File: config.mk
export PLATFORM = sky130hd
export DESIGN_NAME = scp_regbank
export DESIGN_NICKNAME = d
export VERILOG_FILES = /design/src/hdl/scp_pkg.sv /design/src/hdl/scp_regbank.sv
export SDC_FILE = /design/constraint.sdc
export NUM_CORES = 2
export LEC_CHECK = 0
export ABC_AREA = 0
export BUFFER_PORTS_ARGS = -buffer_cell sky130_fd_sc_hd__buf_2
export CAP_MARGIN = 20
export CORE_MARGIN = 8
export CORE_UTILIZATION = 35
export CTS_CLUSTER_SIZE = 12
export DETAILED_ROUTE_END_ITERATION = 6
export GPL_ROUTABILITY_DRIVEN = 1
export PLACE_DENSITY_LB_ADDON = 0.15
export SETUP_SLACK_MARGIN = 0.4
export SYNTH_ARGS = -nofsm -noshare
export SYNTH_HDL_FRONTEND = slang
export SYNTH_SLANG_ARGS = --single-unit
File: constraint.sdc
create_clock -name clk_sys -period 3.9 [get_ports clk_sys]
set_input_delay 0.78 -clock clk_sys [delete_from_list [all_inputs] [get_ports clk_sys]]
set_output_delay 0.78 -clock clk_sys [all_outputs]
set_load 0.02 [all_outputs]
File: src/hdl/scp_pkg.sv
// ==========================================================
// system control register bank constants
package scp_pkg;

  // ========================================================
  // bank geometry
  localparam int NRW = 30; // number of read/write words
  localparam int IXW = 5; // width of a word index
  localparam int WAKE_W = 13; // start logic wake inputs
  localparam int AW = 12; // byte offset width

  // ========================================================
  // offsets of the read/write words, index 0 first
  localparam logic [0:NRW-1][AW-1:0] RW_OFS = {
    12'h000, 12'h004, 12'h008, 12'h020, 12'h024, 12'h028,
    12'h030, 12'h040, 12'h044, 12'h070, 12'h074, 12'h078,
    12'h080, 12'h094, 12'h098, 12'h09c, 12'h0d0, 12'h0d4,
    12'h0d8, 12'h0e0, 12'h0e4, 12'h0e8, 12'h150, 12'h154,
    12'h174, 12'h200, 12'h204, 12'h230, 12'h234, 12'h238};

  // reset values of the read/write words
  localparam logic [0:NRW-1][31:0] RW_RST = {
    32'h0000_0002, 32'h0, 32'h0, 32'h0, 32'h0, 32'h0000_0080,
    32'h0, 32'h0, 32'h0, 32'h0, 32'h0, 32'h0000_0001,
    32'h0000_085f, 32'h0, 32'h0, 32'h0, 32'h0, 32'h0,
    32'h0, 32'h0, 32'h0, 32'h0, 32'h0, 32'h0000_0004,
    32'h0, 32'h0, 32'h0, 32'h0, 32'h0000_edf0, 32'h0000_edf0};

  // implemented bits of each word, the rest read zero
  localparam logic [0:NRW-1][31:0] RW_MASK = {
    32'h0000_0003, 32'h0000_000f, {23{32'hffff_ffff}},
    32'h0000_1fff, 32'h0000_1fff, {3{32'hffff_ffff}}};

  // ========================================================
  // indices of words that steer logic
  localparam logic [IXW-1:0] IX_VEC = 5'h00;
  localparam logic [IXW-1:0] IX_PRESET = 5'h01;
  localparam logic [IXW-1:0] IX_PLL = 5'h02;
  localparam logic [IXW-1:0] IX_BUSDIV = 5'h0b;
  localparam logic [IXW-1:0] IX_GATES = 5'h0c;
  localparam logic [IXW-1:0] IX_WPOL = 5'h19;
  localparam logic [IXW-1:0] IX_WEN = 5'h1a;
  localparam logic [IXW-1:0] IX_SLEEPPD = 5'h1b;
  localparam logic [IXW-1:0] IX_WAKEPD = 5'h1c;
  localparam logic [IXW-1:0] IX_RUNPD = 5'h1d;
  // choice words: pll input, core, watchdog, clock pin
  localparam logic [0:3][IXW-1:0] CHOICE_IX = {
    5'h07, 5'h09, 5'h10, 5'h13};

  // ========================================================
  // offsets outside the read/write array
  localparam logic [AW-1:0] OFS_PLL_LOCK = 12'h00c;
  localparam logic [AW-1:0] OFS_SNAP_LO = 12'h100;
  localparam logic [AW-1:0] OFS_SNAP_HI = 12'h104;
  localparam logic [AW-1:0] OFS_WAKE_CLR = 12'h208;
  localparam logic [AW-1:0] OFS_WAKE_STATE = 12'h20c;
  localparam logic [AW-1:0] OFS_PART_ID = 12'h3f4;

  // ========================================================
  // vector origin encodings
  localparam logic [1:0] VEC_BOOT_ROM = 2'h0;
  localparam logic [1:0] VEC_SRAM = 2'h1;
  localparam logic [1:0] VEC_FLASH = 2'h2;
  localparam int OVERLAY_BYTES = 512; // overlaid range size

  // ========================================================
  // whole state of the bank
  typedef struct packed {
    logic [0:NRW-1][31:0] rw; // index 0 first, like the tables
    logic [31:0] rdata;
    logic ready;
    logic [WAKE_W-1:0] wake_prev;
    logic [WAKE_W-1:0] wake_latch;
    logic [31:0] snap_lo;
    logic [31:0] snap_hi;
    logic snap_done;
    logic pll_lock;
    logic [3:0][1:0] src_active;
    logic rom_ov;
    logic ram_ov;
  } scp_state_t;

endpackage

File: src/hdl/scp_regbank.sv
// Overview of operation
// - every register sits on its own aligned 32-bit word.
// - the vector origin field picks boot rom, flash or sram vectors.
// - after reset the vector origin reads 0x002, flash at zero.
// - origin 0x0 overlays boot rom, 0x1 sram, on the low 512 bytes.
// - two read-only snapshots hold the pin levels seen at power-on.
// - the wake latch clear word at 0x208 is write-only.
// - the wake latch state at 0x20c shows which wake inputs fired.
// - the bus clock gates reset to 0x85f.
// - run and wake-up power-down sets reset to edf0, deep-sleep to 0.
// - bus divider resets to 0x001, rc trim to 0x080, the word at 0x154 to 0x004, others to 0.
// - a read-only part identity word exists on some variants only.
// - each clock choice word has a commit word right after it.
// - origin 0x2 leaves the vectors in flash, the reset state.
// - a zero release bit holds its peripheral in reset.
//
// The APB interface to the registers was chosen for this implementation.
`timescale 1ns/1ps
module scp_regbank #(
  parameter logic [31:0] PART_ID = 32'h0000_5a5a, // arbitrary value
  parameter bit PART_ID_PRESENT = 1'b1
) (
  input wire logic clk_sys,
  input wire logic reset_n,
  input wire logic psel,
  input wire logic penable,
  input wire logic pwrite,
  input wire logic [scp_pkg::AW-1:0] paddr,
  input wire logic [31:0] pwdata,
  output logic [31:0] prdata,
  output logic pready,
  output logic pslverr,
  input wire logic pll_locked,
  input wire logic [31:0] por_pins_lo,
  input wire logic [31:0] por_pins_hi,
  input wire logic [scp_pkg::WAKE_W-1:0] wake_pins,
  output logic rom_overlay,
  output logic ram_overlay,
  output logic [1:0] vector_origin,
  output logic [3:0] periph_release,
  output logic [6:0] pll_setup,
  output logic [7:0] bus_clock_div,
  output logic [31:0] bus_clock_gates,
  output logic [31:0] run_powerdown,
  output logic [31:0] wakeup_powerdown,
  output logic [31:0] deepsleep_powerdown,
  output logic [1:0] pll_src,
  output logic [1:0] core_src,
  output logic [1:0] wdt_src,
  output logic [1:0] clkpin_src
);
  import scp_pkg::*;

  // ========================================================
  // address decode of the read/write array
  function automatic logic [IXW:0] find_ix(
    input logic [AW-1:0] a
  );
    logic [IXW:0] r;
    r = '0;
    for (int i = 0; i < NRW; i++) begin
      if ({a[AW-1:2], 2'b00} == RW_OFS[i]) begin
        r = {1'b1, i[IXW-1:0]};
      end
    end
    return r;
  endfunction

  // word-aligned compare for single offsets
  function automatic logic at_ofs(
    input logic [AW-1:0] a,
    input logic [AW-1:0] o
  );
    return {a[AW-1:2], 2'b00} == o;
  endfunction

  // ========================================================
  // state and its next value
  scp_state_t cur_ff;
  scp_state_t nxt_cur;

  logic [IXW:0] dec;
  logic hit;
  logic [IXW-1:0] ix;
  logic setup_rd;
  logic wr;
  logic [31:0] rd_word;
  logic [WAKE_W-1:0] rise;
  logic [WAKE_W-1:0] fall;
  logic [WAKE_W-1:0] wake_ev;
  logic [WAKE_W-1:0] wake_clr;
  logic [IXW-1:0] cmt;

  // ========================================================
  // next state
  always_comb begin
    nxt_cur = cur_ff;
    dec = find_ix(paddr);
    hit = dec[IXW];
    ix = dec[IXW-1:0];
    setup_rd = psel & ~penable & ~pwrite;
    wr = psel & penable & cur_ff.ready & pwrite;
    cmt = '0;

    // read mux, unmapped and write-only offsets give zero
    rd_word = '0;
    if (hit) begin
      rd_word = cur_ff.rw[ix] & RW_MASK[ix];
    end else if (at_ofs(paddr, OFS_PLL_LOCK)) begin
      rd_word = {31'h0, cur_ff.pll_lock};
    end else if (at_ofs(paddr, OFS_SNAP_LO)) begin
      rd_word = cur_ff.snap_lo;
    end else if (at_ofs(paddr, OFS_SNAP_HI)) begin
      rd_word = cur_ff.snap_hi;
    end else if (at_ofs(paddr, OFS_WAKE_STATE)) begin
      rd_word = {{(32-WAKE_W){1'b0}}, cur_ff.wake_latch};
    end else if (at_ofs(paddr, OFS_PART_ID) && PART_ID_PRESENT) begin
      rd_word = PART_ID;
    end

    // apb answer: ready in the first access cycle
    nxt_cur.ready = psel & ~penable;
    if (setup_rd) begin
      nxt_cur.rdata = rd_word;
    end else if (!psel) begin
      nxt_cur.rdata = '0;
    end

    // commit words: a 0 to 1 on bit 0 applies the choice
    for (int k = 0; k < 4; k++) begin
      cmt = CHOICE_IX[k] + 5'h01;
      if (wr && hit && ix == cmt && pwdata[0] &&
          !cur_ff.rw[cmt][0]) begin
        nxt_cur.src_active[k] = cur_ff.rw[CHOICE_IX[k]][1:0];
      end
    end

    // store a write; only the array holds written values
    if (wr && hit) begin
      nxt_cur.rw[ix] = pwdata & RW_MASK[ix];
    end

    // wake start logic: edge per polarity, gated by enable
    rise = wake_pins & ~cur_ff.wake_prev;
    fall = ~wake_pins & cur_ff.wake_prev;
    wake_ev = cur_ff.rw[IX_WEN][WAKE_W-1:0] &
      ((cur_ff.rw[IX_WPOL][WAKE_W-1:0] & rise) |
       (~cur_ff.rw[IX_WPOL][WAKE_W-1:0] & fall));
    wake_clr = '0;
    if (wr && at_ofs(paddr, OFS_WAKE_CLR)) begin
      wake_clr = pwdata[WAKE_W-1:0];
    end
    // a new edge wins over a clear in the same cycle
    nxt_cur.wake_latch = (cur_ff.wake_latch & ~wake_clr) |
      wake_ev;
    nxt_cur.wake_prev = wake_pins;

    // pll lock and power-on snapshot after reset release
    nxt_cur.pll_lock = pll_locked;
    if (!cur_ff.snap_done) begin
      nxt_cur.snap_lo = por_pins_lo;
      nxt_cur.snap_hi = por_pins_hi;
      nxt_cur.snap_done = 1'b1;
    end

    // vector overlay of the lowest bytes
    nxt_cur.rom_ov = nxt_cur.rw[IX_VEC][1:0] == VEC_BOOT_ROM;
    nxt_cur.ram_ov = nxt_cur.rw[IX_VEC][1:0] == VEC_SRAM;
  end

  // ========================================================
  // state register, array reset values from the constant tables, the rest zero
  always_ff @(posedge clk_sys or negedge reset_n) begin
    if (!reset_n) begin
      cur_ff <= '0;
      cur_ff.rw <= RW_RST;
    end else begin
      cur_ff <= nxt_cur;
    end
  end

  // ========================================================
  // outputs, all but pslverr taken from the state register
  assign prdata = cur_ff.rdata;
  assign pready = cur_ff.ready;
  assign pslverr = 1'b0;
  assign rom_overlay = cur_ff.rom_ov;
  assign ram_overlay = cur_ff.ram_ov;
  assign vector_origin = cur_ff.rw[IX_VEC][1:0];
  assign periph_release = cur_ff.rw[IX_PRESET][3:0];
  assign pll_setup = cur_ff.rw[IX_PLL][6:0];
  assign bus_clock_div = cur_ff.rw[IX_BUSDIV][7:0];
  assign bus_clock_gates = cur_ff.rw[IX_GATES];
  assign run_powerdown = cur_ff.rw[IX_RUNPD];
  assign wakeup_powerdown = cur_ff.rw[IX_WAKEPD];
  assign deepsleep_powerdown = cur_ff.rw[IX_SLEEPPD];
  assign pll_src = cur_ff.src_active[0];
  assign core_src = cur_ff.src_active[1];
  assign wdt_src = cur_ff.src_active[2];
  assign clkpin_src = cur_ff.src_active[3];

endmodule

=== Yosys cells after proc, flatten, opt, wreduce, memory -nomap -nowiden ===
Memory sizes are Yosys's and may differ from the RTL's.
Index checks and enable logic that the tools add are counted.

* Output and inout bits: 193
* Bits of input ports: 127
* ROM bits: 1024
* Register bits after elaboration: 1095
* Memories: 1
* Logic and storage cells: 180

{| class="wikitable"
|+ Memories
! name !! depth !! bits a word !! read ports !! clocked after memory_dff !! write ports !! line !! text
|-
| (no name shown) || 32 || 32 || 1 || 0 || 0 || scp_regbank.sv:140 || <nowiki>nxt_cur.rw[ix] = pwdata & RW_MASK[ix];</nowiki>
|}

* Bitwise gates (word level): 22
* Muxes and demuxes: 48
* Reduce and logical (&&, ||, !) cells: 21
* Eq/ne operators: 41
* Order comparisons: 2

{| class="wikitable"
|+ Operators with widths
! kind !! count
|-
| 960-bit bitwise mux || 1
|-
| 930-bit two-way mux || 1
|-
| 32-bit two-way mux || 11
|-
| 6-bit two-way mux || 30
|-
| 32-bit binary-select mux with 5-bit select || 1
|-
| 32-bit demux with 5-bit select || 1
|-
| 10-bit by 6-bit equality test with 1-bit output (second input constant) || 10
|-
| 10-bit by 8-bit equality test with 1-bit output (second input constant) || 8
|-
| 13-bit AND || 6
|-
| 32-bit AND || 2
|-
| 13-bit inverter || 4
|-
| 10-bit by 5-bit equality test with 1-bit output (second input constant) || 5
|-
| 10-bit by 7-bit equality test with 1-bit output (second input constant) || 5
|-
| 10-bit by 4-bit equality test with 1-bit output (second input constant) || 4
|-
| 15-bit two-way mux || 2
|-
| 13-bit OR || 2
|-
| 10-bit by 2-bit equality test with 1-bit output (second input constant) || 2
|-
| 1-bit logical AND || 15
|-
| 13-bit two-way mux || 1
|-
| 10-bit by 1-bit equality test with 1-bit output (second input constant) || 1
|-
| 5-bit by 4-bit equality test with 1-bit output (second input constant) || 2
|-
| 5-bit equality test (second input constant) || 2
|-
| 10-bit logical NOT || 1
|-
| 6-bit >= comparator (second input constant) || 1
|-
| 8 further kinds || 16
|}

=== Longest topological paths before layout ===
* Depth after elaboration: 39
* Mapped depth: 20
* Mapped depth without buffers: 11

=== Worst setup path before layout ===
No wires, ideal clock.

* Path kind: input port to flip-flop
* From: input port paddr[9] (netlist name)
* To: register cur_ff (netlist bit prdata[24])
* Setup slack: -553 ps
* Data required time: 3831 ps
* Library setup time: 69 ps
* Path buffers: 9
* Data arrival time: 4384 ps
* Cell stages on the path: 20
* Path through: buf_2 -> or4_4 -> buf_6 -> or4_4 -> a21oi_2 -> or4_4 -> buf_8 -> buf_12 -> buf_12 -> buf_6 -> buf_2 -> ha_1 -> nand2_1 -> a21boi_2 -> nand4_2 -> buf_2 -> clkbuf_1 -> a31oi_1 -> nand4_1 -> nand3_1

* Word-level cells in the longest chain between the ends: 37
* Elaborated cells on any way between the ends: 76
* Those cells by class: eq/ne (32); mux (40); bitwise (2); reduce/logical (1); memory (1)

{| class="wikitable"
|+ Ends and longest elaborated chain
! item !! line !! text
|-
| start: declaration || scp_regbank.sv:28 || <nowiki>input wire logic [scp_pkg::AW-1:0] paddr,</nowiki>
|-
| 10-bit by 1-bit equality test with 1-bit output || scp_regbank.sv:62 || <nowiki>if ({a[AW-1:2], 2'b00} == RW_OFS[i]) begin</nowiki>
|-
| 6-bit two-way mux (29 in a row) || scp_regbank.sv:62 ||
|-
| 5-bit inverter with 6-bit output (not written as such) || scp_regbank.sv:108 || <nowiki>rd_word = cur_ff.rw[ix] & RW_MASK[ix];</nowiki>
|-
| memory read 32 x 32 bit or 32-bit binary-select mux with 5-bit select (tied branches) || n/a ||
|-
| 32-bit two-way mux, on equally long branches (2 in a row) || n/a ||
|-
| 32-bit AND || scp_regbank.sv:108 ||
|-
| 32-bit two-way mux * || scp_regbank.sv:107 || <nowiki>if (hit) begin</nowiki>
|-
| 32-bit two-way mux * || scp_regbank.sv:123 || <nowiki>if (setup_rd) begin</nowiki>
|-
| end signal: assignment || scp_regbank.sv:178 || <nowiki>cur_ff <= nxt_cur;</nowiki>
|-
| end: declaration || scp_regbank.sv:79 || <nowiki>scp_state_t cur_ff;</nowiki>
|}

Mark *: on every way between the ends. The rest lies on a longest branch, timed or not. The select of a mux whose other input is x is not followed.
A chain may end at the register's enable or synchronous reset.

=== Worst setup path after layout ===
* From: input port paddr[3] (netlist name)
* To: register cur_ff (netlist bit prdata[2])

Same word-level chain as after synthesis.

==> key figures <==
Outcome
  • Status: finished, final reports clean

Worst setup path
  • Crit path capture type: flip-flop
  • Worst Reg2Reg Path Length in Cells: 6
  • WP data arrival: 4.20 ns
  • Setup slack, reg-to-reg: approximately 1.6 ns
  • Worst r2r src: pready$_DFF_PN0_
  • Worst flop-to-flop path endpoint: bus_clock_gates[1]$_DFFE_PN1P_
  • Worst Path Max Fanout: 11
  • CP startpoint: paddr[3]
  • Critical Path Start Type: input port
  • CP Class: input port to flip-flop
  • Critical Path Sink: prdata[2]$_DFFE_PN0P_
  • Required time of the critical path: 4.60 ns

Yosys
  • Synth Warn #: 0
  • Average cell area after synthesis: 9.359 um2
  • Synth async-reset ratio: between 90% and 100%
  • Yosys cell types: 98
  • EDFF count, synth: 0
  • Ys flop type: dfrtp_1
  • Post-synthesis sequential area ratio: between 50% and 60%
  • Mapped Area: 50470 um2
  • #FFs+latches synth: 1095
  • Net count after synthesis: roughly 5500
  • Gate Count Post-Synth: between 5000 and 6000

STA
  • Max Slew Vio Count: 0
  • Hold Vio Cnt, Final: 0
  • RSZ-0062 raised after global routing: true
  • Worst-margin pin slew: 0.8491 ns
  • Final Cycle Share: 89.69%
  • Setup TNS: 0 ns
  • Relative slew slack: 43.21%
  • Fin crit period: 3.498 ns
  • Max frequency: 285.9 MHz
  • Hold_ws: 0.1599 ns
  • Skew final: 0.06292 ns
  • Final setup vio count: 0

Floorplan
  • Core Area: 143300 um2
  • Die X: 395.8 um
  • Die H: 395.8 um
  • FP Rows: 139
  • Starting Density: between 30% and 40%
  • I/O pin cnt: 320
  • Full die area: 156600 um2

Pwr
  • Peak VDD IR: roughly 0.36 mV
  • P per Cell Area: 396.4 nW/um2
  • LEAKAGE: 26.43 nW
  • Design Power: around 24 mW

Place
  • Placed cell area: between 50000 and 60000 um2
  • Inst Count DP: 7454
  • Post-DP HPWL: 140200 um
  • Port buffer count: 316
  • Routability congestion estimate from global placement: 0.8727

Route
  • Router iterations before antenna repair: 5
  • DR DRC count: 0
  • Drt wl/cell: 25.71 um
  • Final WL: 197800 um
  • Vias per inst: 5.292
  • Final ANT Viol Nets: 0
  • Via count: 40710
  • First DRT Iteration DRCs: 3285

Final layout
  • Final #Nets: 5816
  • Finished Layout Cells: 7693
  • Most frequent cells in the layout: nand2_1, dfrtp_1, o21ai_0
  • P&R area growth vs syn: 20.03%
  • Layout cells sized above 1: 22.17%
  • Design Area, Final: 60590 um2
  • Commonest non-fill, non-tap cell in the layout: nand2_1

Clock network
  • CTS buffer count: 121
  • Clock Sinks: 1095
  • H-tree depth: 3
  • Clk_lat worst skew: 0.77 ns
  • Worst-path clk slew: 0.06 ns
  • CTS tree: yes
  • Maximum buffer depth of the clock tree: 3
  • Clock root buffer: clkbuf_16

Global routing
  • Vias in the first global route: about 40000
  • Met2 usage: 38.76%
  • Met3 usage: 4.066%
  • First-pass GRT wire length: 288800 um
  • Met1 usage: a little over a third
  • Initial antenna violation count: 5
  • Global routing's busiest layer: met2
  • Gr ovfl total: 0
  • All-Layer GR Usage: 24.55%
  • Largest net degree at the start of global routing: 109

Hold path
  • Min-delay worst type: input port to flip-flop

Run
  • Max Cap Viol: 0
==> what timing repair did <==
action                                  4_1_cts  5_1_grt
gates cloned                                  0        1
gates resized for setup                       4       17
hold buffers                                  1        0
pin swaps                                     2        6
setup buffers                                 1        8
endpoints found under the setup margin        8       76
hold endpoints to repair                      1        0
==> layout make-up <==
| cell class | count | area, um2 |
|---|---|---|
| Sequential cell | 1095 | 27440 |
| Timing Repair Buffer | 831 | 7044 |
| Antenna cell | 3 | 7.507 |
| Tap cell | 1903 | 2381 |
| Clock inverter | 34 | 336.6 |
| Inverter | 5 | 28.78 |
| Clock buffer | 191 | 3632 |
| Multi-Input combinational cell | 3631 | 19710 |
| Fill cell | 14230 | 82720 |
==> power breakdown <==
part | switching (mW) | total [mW] | leakage [nW] | internal [mW]
sequential | 0.0486 | 11.5 | 15.0 | 11.4
clock | 4.95 | 11.5 | 1.96 | 6.57
combinational | 0.662 | 1.01 | 9.46 | 0.345
total | 5.66 | 24.0 | 26.4 | 18.4
==> state kept, by name, summed over array words and instances (netlist names) <==
register / flops
bus_clock_div: 8
bus_clock_gates: 32
clkpin_src: 2
core_src: 2
cur_ff: 903
deepsleep_powerdown: 32
periph_release: 4
pll_setup: 7
pll_src: 2
prdata: 32
pready: 1
ram_overlay: 1
rom_overlay: 1
run_powerdown: 32
vector_origin: 2
wakeup_powerdown: 32
wdt_src: 2
==> routing by layer <==
metal	part of all wire [%]	vias to the layer above
met5	0.0066	-
met4	3.0	2
met3	5.6	284
met2	45	1153
met1	46	20310
li1	-	18960
==> critical path, stage by stage <==
cell and delay [ns]:
buf_2 0.23, buf_4 0.22, xnor2_1 0.15, buf_4 0.15
nor4_1 0.05, buf_4 0.14, or2_2 0.31, buf_4 0.16
nor2_1 0.63, buf_4 0.23, and3_1 0.18, nand3_1 0.19
a2111oi_1 0.46, buf_4 0.22, or3_1 0.10
==> logic make-up after synthesis <==
group / Yosys count / share of synthesized area, %
AND/OR/NAND/NOR: 1924 / 15.80
flip-flops: 1095 / 54.36
adder cells (fa/ha/maj): 4 / 0.09916
XOR/XNOR: 6 / 0.1041
multiplexers: 306 / 6.440
buffers and inverters: 668 / 7.159
AO/OA/AOI/OAI: 1388 / 16.02
other: 2 / 0.01488
==> synthesized netlist by cell type (all sizes together), types with 11 or more instances <==
cell type | instances | area share, %
nor4 | 16 | 0.22
mux2i | 156 | 3.1
a221o | 18 | 0.36
dfstp | 31 | 1.6
nand2 | 1545 | 11
a32oi | 70 | 1.2
dfrtp | 1064 | 53
o21ai | 955 | 9.5
nand2b | 13 | 0.16
o2bb2ai | 13 | 0.23
nor3 | 18 | 0.24
a211o | 11 | 0.19
a21oi | 93 | 0.94
or3 | 13 | 0.16
buf | 335 | 4.7
nor2 | 69 | 0.52
nand4 | 45 | 0.58
a32o | 17 | 0.34
o22ai | 23 | 0.29
clkbuf | 328 | 2.4
a22o | 16 | 0.28
a2111oi | 13 | 0.24
a31oi | 45 | 0.56
mux2 | 150 | 3.3
a211oi | 13 | 0.20
a22oi | 23 | 0.34
nand3 | 138 | 1.4
==> metrics by stage <==
step / utilization (%) / worst slack (ns)
CTS: 42.17 / 0.3720
global placement: 39.37 / -0.4661
detailed placement: 39.37 / -0.5449
global route: 42.27 / 0.3337
floorplan: - / -0.2724
finish: 42.28 / 0.4021
==> how the worst min path moves through the flow <==
stage                       startpoint                 endpoint  slack [ns]  cells after the start
2_1_floorplan  cur_ff[451]$_DFFE_PN0P_  cur_ff[451]$_DFFE_PN0P_        0.44                      2
3_3_place_gp   cur_ff[748]$_DFFE_PN0P_  cur_ff[748]$_DFFE_PN0P_        0.46                      2
3_5_place_dp   cur_ff[750]$_DFFE_PN0P_  cur_ff[750]$_DFFE_PN0P_        0.46                      2
4_1_cts                   wake_pins[4]     cur_ff[93]$_DFF_PN0_        0.11                      1
5_1_grt                   wake_pins[4]     cur_ff[93]$_DFF_PN0_        0.13                      1
6_report                  wake_pins[7]     cur_ff[96]$_DFF_PN0_        0.16                      1
Power figures use the tool's default switching activity.
